## src/verilog/amd_pkg.sv

```systemverilog
// amd_pkg: constants, types and length decode for the addressing mode decoder
package amd_pkg;

    // ------------------------------------------------------------
    // address spaces
    // ------------------------------------------------------------
    localparam int unsigned PC_W        = 12;
    localparam int unsigned STACK_DEPTH = 6;
    localparam logic [PC_W-1:0] PC_RESET = 12'h000;
    localparam logic [2:0] SP_RESET     = 3'h0;
    localparam logic [2:0] SP_FULL      = 3'h6;
    localparam logic [7:0] PTR_ONE_ADDR = 8'h80;
    localparam logic [7:0] PTR_TWO_ADDR = 8'h81;
    localparam logic [7:0] SREG3_ADDR   = 8'h82;
    localparam logic [7:0] SREG4_ADDR   = 8'h83;
    localparam logic [7:0] ACC_ADDR     = 8'hFF;
    localparam logic [7:0] REG_RESET    = 8'h00;

    // ------------------------------------------------------------
    // opcode map
    // ------------------------------------------------------------
    localparam logic [1:0] CLS_JUMP  = 2'h0;
    localparam logic [1:0] CLS_BIT   = 2'h1;
    localparam logic [1:0] CLS_ACC   = 2'h2;
    localparam logic [1:0] CLS_SHORT = 2'h3;
    localparam logic [1:0] MODE_IMM  = 2'h0;
    localparam logic [1:0] MODE_DIR  = 2'h1;
    localparam logic [1:0] MODE_IND  = 2'h2;
    localparam logic [1:0] OP_LOAD   = 2'h0;
    localparam logic [1:0] OP_STORE  = 2'h1;
    localparam logic [1:0] OP_ADD    = 2'h2;
    localparam logic [1:0] OP_AND    = 2'h3;
    localparam logic [7:0] OPC_LDI   = 8'h70;
    localparam logic [7:0] OPC_RET   = 8'h71;
    localparam logic [7:0] OPC_NOP   = 8'h72;
    localparam logic [7:0] OPC_COM   = 8'h73;

    typedef enum logic [2:0] {
        S_FETCH,
        S_PWAIT,
        S_PCAP,
        S_DATA,
        S_DWAIT,
        S_DCAP,
        S_EXEC
    } amd_state_t;

    typedef struct packed {
        logic [PC_W-1:0] addr;
        logic            rd;
    } amd_pm_req_t;

    typedef struct packed {
        logic [7:0] addr;
        logic [7:0] wdata;
        logic       rd;
        logic       wr;
    } amd_ds_req_t;

    // instruction length in bytes from the opcode alone
    function automatic logic [1:0] amd_len(input logic [7:0] op);
        logic [1:0] len;
        len = 2'd1;
        if (op[7])
            len = 2'd1;
        else if (op[6:5] == CLS_JUMP)
            len = 2'd2;
        else if (op[6:5] == CLS_BIT)
            len = op[4] ? 2'd3 : 2'd2;
        else if (op[6:5] == CLS_ACC)
            len = (op[1:0] == MODE_IMM || op[1:0] == MODE_DIR) ? 2'd2 : 2'd1;
        else if (op == OPC_LDI)
            len = 2'd3;
        return len;
    endfunction

endpackage

```

## src/verilog/amd_decoder.sv

```systemverilog
// amd_decoder: addressing mode decoder and operand address former
`timescale 1ns/1ps
module amd_decoder
    import amd_pkg::*;
(
    input  wire logic        clk,
    input  wire logic        rst_b,
    output amd_pm_req_t      pm_req,
    input  wire logic [7:0]  pm_data,
    output amd_ds_req_t      ds_req,
    input  wire logic [7:0]  ds_rdata,
    output logic [PC_W-1:0]  pc_out,
    output logic [7:0]       acc_out
);

    // ------------------------------------------------------------
    // state
    // ------------------------------------------------------------
    amd_state_t      state_r;
    amd_state_t      state_nxt;
    amd_pm_req_t     pm_req_r;
    amd_pm_req_t     pm_req_nxt;
    amd_ds_req_t     ds_req_r;
    amd_ds_req_t     ds_req_nxt;
    logic [PC_W-1:0] pc_r;
    logic [PC_W-1:0] pc_nxt;
    logic [7:0]      acc_r;
    logic [7:0]      acc_nxt;
    logic            z_r;
    logic            z_nxt;
    logic            c_r;
    logic            c_nxt;
    logic [7:0]      opc_r;
    logic [7:0]      b1_r;
    logic [7:0]      b2_r;
    logic [7:0]      opnd_r;
    logic [1:0]      idx_r;
    logic [7:0]      wreg_r [4];
    logic [PC_W-1:0] stack_r [STACK_DEPTH];
    logic [2:0]      sp_r;

    // ------------------------------------------------------------
    // opcode classification
    // ------------------------------------------------------------
    wire [7:0] cur_op   = (idx_r == 2'd0) ? pm_data : opc_r;
    wire [1:0] cur_len  = amd_len(cur_op);
    wire [1:0] ins_len  = amd_len(opc_r);
    wire [1:0] cls      = opc_r[6:5];
    wire [1:0] mode     = opc_r[1:0];
    wire [1:0] aop      = opc_r[3:2];
    wire [2:0] bit_sel  = opc_r[2:0];
    wire is_rel   = opc_r[7];
    wire is_jmp   = !is_rel && cls == CLS_JUMP;
    wire is_call  = is_jmp && opc_r[4];
    wire is_bdir  = !is_rel && cls == CLS_BIT && !opc_r[4];
    wire is_btst  = !is_rel && cls == CLS_BIT && opc_r[4];
    wire is_acc   = !is_rel && cls == CLS_ACC && mode != 2'h3;
    wire is_short = !is_rel && cls == CLS_SHORT && !opc_r[4];
    wire is_ldi   = opc_r == OPC_LDI;
    wire is_ret   = opc_r == OPC_RET;
    wire is_com   = opc_r == OPC_COM;
    wire is_aluop = is_acc || is_short;

    // ------------------------------------------------------------
    // effective address
    // ------------------------------------------------------------
    // short register select
    wire [7:0] short_ea = PTR_ONE_ADDR | {6'h00, opc_r[1:0]};
    wire [7:0] ind_ea   = wreg_r[{1'b0, opc_r[4]}];
    wire [7:0] ea = is_short ? short_ea
                  : (is_acc && mode == MODE_IND) ? ind_ea
                  : b1_r;
    wire ea_wreg  = ea[7:2] == PTR_ONE_ADDR[7:2];
    wire ea_acc   = ea == ACC_ADDR;
    wire ea_int   = ea_wreg || ea_acc;
    wire [7:0] int_rd = ea_acc ? acc_r : wreg_r[ea[1:0]];
    wire needs_rd = is_bdir || is_btst
                  || (is_acc && mode != MODE_IMM && aop != OP_STORE)
                  || (is_short && aop != OP_STORE);
    wire [7:0] opnd = (is_acc && mode == MODE_IMM) ? b1_r : opnd_r;

    // ------------------------------------------------------------
    // execution
    // ------------------------------------------------------------
    logic [7:0]      wr_val;
    logic            wr_en;
    logic            push;
    logic            pop;
    logic [8:0]      sum;
    logic            cond;
    logic [PC_W-1:0] seq_pc;

    always_comb
    begin
        acc_nxt = acc_r;
        z_nxt   = z_r;
        c_nxt   = c_r;
        seq_pc  = pc_r + {{(PC_W-2){1'b0}}, ins_len};
        pc_nxt  = seq_pc;
        wr_en   = 1'b0;
        wr_val  = acc_r;
        push    = 1'b0;
        pop     = 1'b0;
        sum     = {1'b0, acc_r} + {1'b0, opnd};
        cond    = 1'b0;
        if (is_rel)
        begin
            cond = (opc_r[6] ? c_r : z_r) == opc_r[5];
            if (cond)
                pc_nxt = opc_r[4] ? pc_r - {8'h00, opc_r[3:0]}
                                  : pc_r + 12'h001 + {8'h00, opc_r[3:0]};
        end
        else if (is_jmp)
        begin
            pc_nxt = {opc_r[3:0], b1_r};
            push   = is_call;
        end
        else if (is_bdir)
        begin
            c_nxt  = opnd_r[bit_sel];
            wr_en  = 1'b1;
            wr_val = opnd_r;
            wr_val[bit_sel] = !opc_r[3];
        end
        else if (is_btst)
        begin
            c_nxt = opnd_r[bit_sel];
            cond  = opnd_r[bit_sel] == opc_r[3];
            if (cond)
                pc_nxt = pc_r + 12'h002 + {{4{b2_r[7]}}, b2_r};
        end
        else if (is_aluop)
        begin
            case (aop)
                OP_LOAD:
                begin
                    acc_nxt = opnd;
                    z_nxt   = opnd == 8'h00;
                end
                OP_STORE:
                begin
                    wr_en  = !(is_acc && mode == MODE_IMM);
                    wr_val = acc_r;
                end
                OP_ADD:
                begin
                    acc_nxt = sum[7:0];
                    c_nxt   = sum[8];
                    z_nxt   = sum[7:0] == 8'h00;
                end
                default:
                begin
                    acc_nxt = acc_r & opnd;
                    z_nxt   = (acc_r & opnd) == 8'h00;
                end
            endcase
        end
        else if (is_ldi)
        begin
            wr_en  = 1'b1;
            wr_val = b2_r;
        end
        else if (is_ret)
        begin
            pop = 1'b1;
            if (sp_r != SP_RESET)
                pc_nxt = stack_r[sp_r - 3'd1];
        end
        else if (is_com)
        begin
            acc_nxt = ~acc_r;
            z_nxt   = acc_r == 8'hFF;
        end
        if (wr_en && ea_acc)
            acc_nxt = wr_val;
    end

    // ------------------------------------------------------------
    // sequencer
    // ------------------------------------------------------------
    always_comb
    begin
        state_nxt  = state_r;
        pm_req_nxt = '{addr: pm_req_r.addr, rd: 1'b0};
        ds_req_nxt = '{addr: ds_req_r.addr, wdata: ds_req_r.wdata, rd: 1'b0, wr: 1'b0};
        case (state_r)
            S_FETCH:
            begin
                pm_req_nxt = '{addr: pc_r, rd: 1'b1};
                state_nxt  = S_PWAIT;
            end
            S_PWAIT:
                state_nxt = S_PCAP;
            S_PCAP:
            begin
                if (idx_r + 2'd1 < cur_len)
                begin
                    pm_req_nxt = '{addr: pc_r + {{(PC_W-2){1'b0}}, idx_r + 2'd1}, rd: 1'b1};
                    state_nxt  = S_PWAIT;
                end
                else
                    state_nxt = S_DATA;
            end
            S_DATA:
            begin
                if (needs_rd)
                begin
                    ds_req_nxt = '{addr: ea, wdata: ds_req_r.wdata, rd: !ea_int, wr: 1'b0};
                    state_nxt  = S_DWAIT;
                end
                else
                    state_nxt = S_EXEC;
            end
            S_DWAIT:
                state_nxt = S_DCAP;
            S_DCAP:
                state_nxt = S_EXEC;
            default:
            begin
                if (wr_en && !ea_int)
                    ds_req_nxt = '{addr: ea, wdata: wr_val, rd: 1'b0, wr: 1'b1};
                state_nxt = S_FETCH;
            end
        endcase
    end

    // ------------------------------------------------------------
    // registers
    // ------------------------------------------------------------
    always_ff @(posedge clk or negedge rst_b)
    begin
        if (!rst_b)
        begin
            state_r  <= S_FETCH;
            pm_req_r <= '{addr: PC_RESET, rd: 1'b0};
            ds_req_r <= '{addr: REG_RESET, wdata: REG_RESET, rd: 1'b0, wr: 1'b0};
            pc_r     <= PC_RESET;
            acc_r    <= REG_RESET;
            z_r      <= 1'b0;
            c_r      <= 1'b0;
        end
        else
        begin
            state_r  <= state_nxt;
            pm_req_r <= pm_req_nxt;
            ds_req_r <= ds_req_nxt;
            if (state_r == S_EXEC)
            begin
                pc_r  <= pc_nxt;
                acc_r <= acc_nxt;
                z_r   <= z_nxt;
                c_r   <= c_nxt;
            end
        end
    end

    // instruction bytes and operand capture
    always_ff @(posedge clk or negedge rst_b)
    begin
        if (!rst_b)
        begin
            opc_r  <= OPC_NOP;
            b1_r   <= REG_RESET;
            b2_r   <= REG_RESET;
            opnd_r <= REG_RESET;
            idx_r  <= 2'd0;
        end
        else
        begin
            if (state_r == S_PCAP)
            begin
                case (idx_r)
                    2'd0:    opc_r <= pm_data;
                    2'd1:    b1_r  <= pm_data;
                    default: b2_r  <= pm_data;
                endcase
                idx_r <= (idx_r + 2'd1 < cur_len) ? idx_r + 2'd1 : 2'd0;
            end
            if (state_r == S_DCAP)
                opnd_r <= ea_int ? int_rd : ds_rdata;
        end
    end

    always_ff @(posedge clk or negedge rst_b)
    begin
        if (!rst_b)
        begin
            for (int i = 0; i < 4; i++)
                wreg_r[i] <= REG_RESET;
        end
        else if (state_r == S_EXEC && wr_en && ea_wreg)
            wreg_r[ea[1:0]] <= wr_val;
    end

    always_ff @(posedge clk or negedge rst_b)
    begin
        if (!rst_b)
        begin
            sp_r <= SP_RESET;
            for (int i = 0; i < STACK_DEPTH; i++)
                stack_r[i] <= PC_RESET;
        end
        else if (state_r == S_EXEC)
        begin
            if (push && sp_r != SP_FULL)
            begin
                stack_r[sp_r] <= seq_pc;
                sp_r          <= sp_r + 3'd1;
            end
            else if (pop && sp_r != SP_RESET)
                sp_r <= sp_r - 3'd1;
        end
    end

    assign pm_req  = pm_req_r;
    assign ds_req  = ds_req_r;
    assign pc_out  = pc_r;
    assign acc_out = acc_r;

endmodule

```

## config.mk

```make
export PLATFORM = sky130hd
export DESIGN_NAME = amd_decoder
export DESIGN_NICKNAME = d
export VERILOG_FILES = /design/src/verilog/amd_pkg.sv /design/src/verilog/amd_decoder.sv
export SDC_FILE = /design/constraint.sdc
export NUM_CORES = 1
export LEC_CHECK = 0
export BUFFER_PORTS_ARGS = -buffer_cell sky130_fd_sc_hd__buf_2
export CAP_MARGIN = 5
export CORE_ASPECT_RATIO = 2
export CORE_MARGIN = 1
export CORE_UTILIZATION = 48
export CTS_CLUSTER_DIAMETER = 80
export DETAILED_ROUTE_END_ITERATION = 7
export PLACE_DENSITY = 0.68
export SYNTH_ARGS = -nofsm -noshare
export SYNTH_HDL_FRONTEND = slang
export SYNTH_SLANG_ARGS = --single-unit
```

## constraint.sdc

```tcl
create_clock -name clk -period 3.4 [get_ports clk]
set_input_delay 0 -clock clk [delete_from_list [all_inputs] [get_ports clk]]
set_output_delay 0 -clock clk [all_outputs]
set_load 0.005 [all_outputs]
```

### Yosys cells after proc, flatten, opt, wreduce, memory -nomap -nowiden

Index checks and enable logic that the tools add are counted.

* input bits: 18
* word-level logic and storage cells: 271
* output and inout port bits: 51
* register bits: 197

* reduce and logical (&&, ||, !) cells: 66
* bitwise gates (word level): 13
* multiplexer cells: 104
* add/subtract/negate cells: 11
* $lt $le $gt $ge: 9
* eq/ne operators: 41

Operators by type and width (number)
* 8-bit two-way mux: 26
* 12-bit two-way mux: 14
* 72-bit bitwise mux: 1
* 12-bit binary-select mux with 3-bit select: 1
* 12-bit demux with 3-bit select: 1
* 18-bit two-way mux: 2
* 18-bit one-hot mux with 2 select lines: 1
* 8-bit binary-select mux with 2-bit select: 2
* 32-bit bitwise mux: 1
* 8-bit by 7-bit == test with 1-bit output (second input constant): 4
* 2-bit two-way mux: 15
* 1-bit two-way mux: 29
* 13-bit one-hot mux with 2 select lines: 1
* 12-bit by 2-bit adder with 12-bit output: 2
* 8-bit logical NOT: 3
* 8-bit one-hot mux with 3 select lines: 1
* 1-bit logical AND: 23
* 3-bit one-hot mux with 6 select lines: 1
* 9-bit AND reduction: 2
* 8-bit demux with 2-bit select: 1
* 8-bit == test (second input constant): 2
* 2-bit by 1-bit != test with 1-bit output (second input constant): 7
* 13-bit two-way mux: 1
* 12-bit by 1-bit adder with 12-bit output (second input constant): 1
* other kinds (47): 102

### Logic depth before layout (Yosys ltp)

* word-level depth: 16
* mapped depth: 15
* depth with buffers taken out: 13

### Worst setup path before layout

OpenSTA, ideal clock, no wires.

* path kind: register to register
* start: register opc_r[1]
* end: register acc_r[6], in the netlist acc_out[6]
* arrival: 3.500 ns
* buffers on the path: 2
* clock period less this slack: 3.621 ns
* setup slack: -0.221 ns
* stages on the path, launching flop included: 16
* data required time: 3.279 ns
* library setup time: 0.121 ns
* cell sequence: dfstp_2 > buf_2 > or2_2 > clkbuf_1 > o21ai_0 > nand2_1 > ha_1 > inv_1 > fa_1 > nor2b_1 > o31a_1 > mux2_2 > o41ai_1 > a21oi_1 > mux2_2 > a22o_1

* cells in the longest elaborated chain, start to end: 13
* elaborated cells on any way between the ends: 53
* those cells by class: 1 x add/sub; 2 x order compare; 13 x eq/ne; 26 x mux; 1 x bitwise; 10 x reduce/logical

Ends and longest elaborated chain
* from (decl): line amd_decoder.sv:33 `logic [7:0] opc_r;`
* from (signal assigned): line amd_decoder.sv:273 `2'd0: opc_r <= pm_data;`
* branches (longest 13 deep; another with 8-bit by 8-bit adder with 9-bit output)
* to (signal assigned): line amd_decoder.sv:250 `acc_r <= acc_nxt;`
* to (decl): line amd_decoder.sv:27 `logic [7:0] acc_r;`

Several ways; the timed one is not identified. The select of a mux whose other input is x is not followed.
A chain may end at the register's enable or synchronous reset.

### Final worst setup path

* start: register opc_r[6]
* end: register acc_r[6], in the netlist acc_out[6]

* cells in the longest elaborated chain, start to end: 14
* elaborated cells on any way between the ends: 55
* those cells by class: 1 x add/sub; 14 x eq/ne; 23 x mux; 1 x bitwise; 16 x reduce/logical

Ends and longest elaborated chain
* branches (longest 14 deep; another with 8-bit by 8-bit adder with 9-bit output)

Several ways; the timed one is not identified. The select of a mux whose other input is x is not followed.

==> results.cfg <==
[final_layout]
fin_area_sq_um = 15000
fin_nets = 1608
area_delta_synth_final_pct = 18.5
fin_util_pct = 58.2
nFillCells = 2391
n_antenna_cell = 0
drive_above_1_share_pct = 23.2
fin_cells = 1889

[timing]
whs_ns = 0.176
post-route-min-period_ns = 3.35
finalHoldViolCount = 0
period_share_pct = 98.4
max_slew_margin_pct = 40.7
fmax_mhz = 299
worstMarginPinSlew_ns = 0.880
rsz0062_at_grt = yes
skew_ns = 0.0132
slew_viol_final = 0
setup_viol = 0

[route]
routed_via_density = 6.29
vias = 11900
first_iter_violations = 786
remaining_drc_errors = 0
drt_wl_total_um = 45500
ant_nets = 0
wl_per_cell_um = 24.1
dr.pass1.iters = 5

[setup_path]
r2r-start = opc_r[6]
crit_slowest_cell = dfstp_2
r2r_cells = 13
crit_required_ns = 3.76
ff2ff_setup_slack_ns = 0.05
crit_path_frequent_cell = mux2_4
cp_cell_sequence = or3b_4 -> o21ai_2 -> nand2_2 -> ha_4 -> inv_4 -> fa_2 -> nor2b_2 -> o31a_1 -> mux2_4 -> o41ai_4 -> a21oi_1 -> mux2_4 -> a22o_1
path_class = reg -> reg
slowest_delay_ns = 0.55
crit_family = compound AO/OA/AOI/OAI gates
r2r_end = acc_out[6]
path_max_fanout = 5
cp.arrival_ns = 3.70
crit_path_start_kind = flip-flop
endpoint_kind = flip-flop
path_buf_inv = 1

[grt]
grt_pass1_vias = 12000
antenna_found_initial = 1
track_usage_pct = 35.6
gr-total-overflow = 0
grt_pass1_wl_um = 69500
grt_max_degree = 93

[yosys]
synthAdderAreaFrac_pct = 5.69
synth_edf_count = 0
synth_fp_nets = 1467
yosys.area.top_type = dfrtp_1
ys_types = 89
synth_area_sq_um = 12700
ys_top_cells_by_area = dfrtp_1 38%, mux2_2 6.0%, nand2_1 5.9%
synthMuxAreaShare_pct = 10.2
synth_xor_area_share_pct = 2.70
yosys_warnings = 0
synthCells = 1395
ys_ff_latch = 197
ys_seq_area_share_pct = 39.0
ys.flop_type = dfrtp_1
yosys.area.top_type_share_pct = 38.2
avgSynthCellArea_sq_um = 9.07
synth_simple_gate_area_share_pct = 17.8
async_flop_share_pct = 100
synth_compound_area_share_pct = 20.4
synth_top_family_by_area = compound AO/OA/AOI/OAI gates

[pwr]
finalPower_mw = 15.4
p_sw_mw = 7.62
vdd_ir_drop_max_uv = 509
powerDensity_nw_per_um2 = 1030
leakage_nw = 6.71
pwr-share-clk_pct = 13.7
cell_internal_pwr_mw = 7.81
p_sw_share_pct = 49.4
pwr-share-seq_pct = 23.2
share_comb_of_total_power_pct = 63.1

[floorplan]
die_h_um = 232
core_sq_um = 25800
placementRows = 83
die_w_um = 117
die-area_sq_um = 27100
start_util_pct = 49.1
ios = 69

[placed_design]
dp.cells = 1833
routabilityCongestion = 1.05
io_buffers = 68
dp_hpwl_um = 34900
placed_area_sq_um = 14000

[hold_path]
hold_path.class = in -> async

[clock_network]
tritoncts = yes
clkSinkCount = 197
clk_transition_reported_paths_ns = 0.07
cts_root_buffer = clkbuf_16
clock_path_buffers = 2
clk_latency_ns = 0.47
htreeDepth = 4
cts_made_buffers = 17

[outcome]
status = complete, no violations

[run]
maxCapViolations = 0
## sequential cells by signal (all words and copies together) (netlist names), 3 cells and up
name,count
acc_out,8
b1_r,8
b2_r,8
ds_req,18
opc_r,8
opnd_r,8
pc_out,12
pm_req,13
sp_r,3
stack_r,72
state_r,3
wreg_r,32
## cells by family after synthesis
kind of cell | after synthesis
compound gates | 398
flops | 197
buf+inv | 137
simple gates | 465
mux | 105
xor+xnor | 39
fa+ha+maj | 54
## power groups by stage
stage / Clock, mW / Sequential, mW / Combinational, mW
floorplan: 0 / 3.41 / 5.74
global placement: 0 / 3.56 / 9.13
detailed placement: 0 / 3.58 / 9.24
CTS: 2.14 / 3.54 / 9.35
global route: 2.21 / 3.63 / 10.5
finish: 2.11 / 3.58 / 9.73
## worst reg2reg max path: cells and delay by family, from the launching register on
family                     cells  cell delay [ns]
muxes                          2             0.58
buffers and inverters          1             0.05
DFF                            1             0.55
AOI/OAI and AO/OA              5             1.12
adders and majority gates      2             0.38
and+or+nand+nor                3             0.56
## placed cells by master (no fill, tap or decap), types with 14 or more instances in the layout
| cell | n |
|---|---|
| xor2_1 | 17 |
| ha_1 | 43 |
| nor3_1 | 39 |
| nand3_1 | 40 |
| mux2_2 | 64 |
| mux2i_1 | 22 |
| xnor2_1 | 19 |
| a211oi_1 | 16 |
| inv_1 | 49 |
| nand2_1 | 197 |
| buf_2 | 67 |
| nand2b_1 | 14 |
| clkbuf_16 | 17 |
| o22ai_1 | 22 |
| buf_4 | 118 |
| a31oi_1 | 16 |
| a21oi_1 | 55 |
| o21ai_0 | 142 |
| dfrtp_1 | 193 |
| nor2_1 | 74 |
| dlygate4sd3_1 | 17 |
## synthesized netlist by cell type, types with 10 or more instances
| cell | count |
|---|---|
| nand2_1 | 200 |
| dfrtp_1 | 193 |
| o21ai_0 | 145 |
| nor2_1 | 75 |
| mux2_2 | 67 |
| clkbuf_1 | 64 |
| a21oi_1 | 57 |
| inv_1 | 52 |
| ha_1 | 48 |
| nand3_1 | 41 |
| nor3_1 | 41 |
| mux2i_1 | 23 |
| o22ai_1 | 22 |
| xnor2_1 | 21 |
| xor2_1 | 18 |
| a211oi_1 | 16 |
| a31oi_1 | 16 |
| nand2b_1 | 14 |
| o31ai_1 | 14 |
| mux4_2 | 12 |
| or3_1 | 12 |
| and3_1 | 10 |
| buf_2 | 10 |
| nand4_1 | 10 |
## how the worst max path moves through the flow
stage | startpoint | end | slack, ns | depth (start not counted)
floorplan | opc_r[6] | acc_out[6] | -0.05 | 12
global placement | opc_r[6] | acc_out[6] | -0.04 | 13
detailed placement | opc_r[6] | acc_out[6] | -0.09 | 13
CTS | opc_r[6] | acc_out[6] | -0.01 | 13
global route | opc_r[6] | acc_out[6] | -0.08 | 13
finish | opc_r[6] | acc_out[6] | 0.05 | 13
## through the flow
stage / setup slack (ns) / TNS (ns)
final: 0.0535 / 0
after global routing: -0.0755 / -0.0811
after CTS: -0.0108 / -0.0108
after detailed placement: -0.0873 / -0.0873
after floorplan: -0.0505 / -0.0505
after global placement: -0.0443 / -0.0443
## cell type report
cell class	instances	area, sq um	share of cell area, %
Multi-Input combinational cell	1061	7370	49.1
Sequential cell	197	4930	32.9
Timing Repair Buffer	206	1460	9.71
Clock buffer	21	470	3.14
Tap cell	340	425	2.84
Inverter	53	205	1.37
Clock inverter	11	139	0.926
## per-layer routing
layer,track usage [%],vias up,share of wire [%]
li1,-,5400,-
met1,34.1,5771,32
met2,61.9,473,52
met3,6.93,238,5.2
met4,33.1,0,11
met5,0,-,0
## what timing repair did
item                                   CTS  global route
setup buffers                            3             4
gates resized for setup                  7            28
hold buffers                            17             0
pin swaps                                6            10
endpoints found under the hold margin  120             0
setup endpoints to repair                1            16
(Power assumes the default switching activity.)
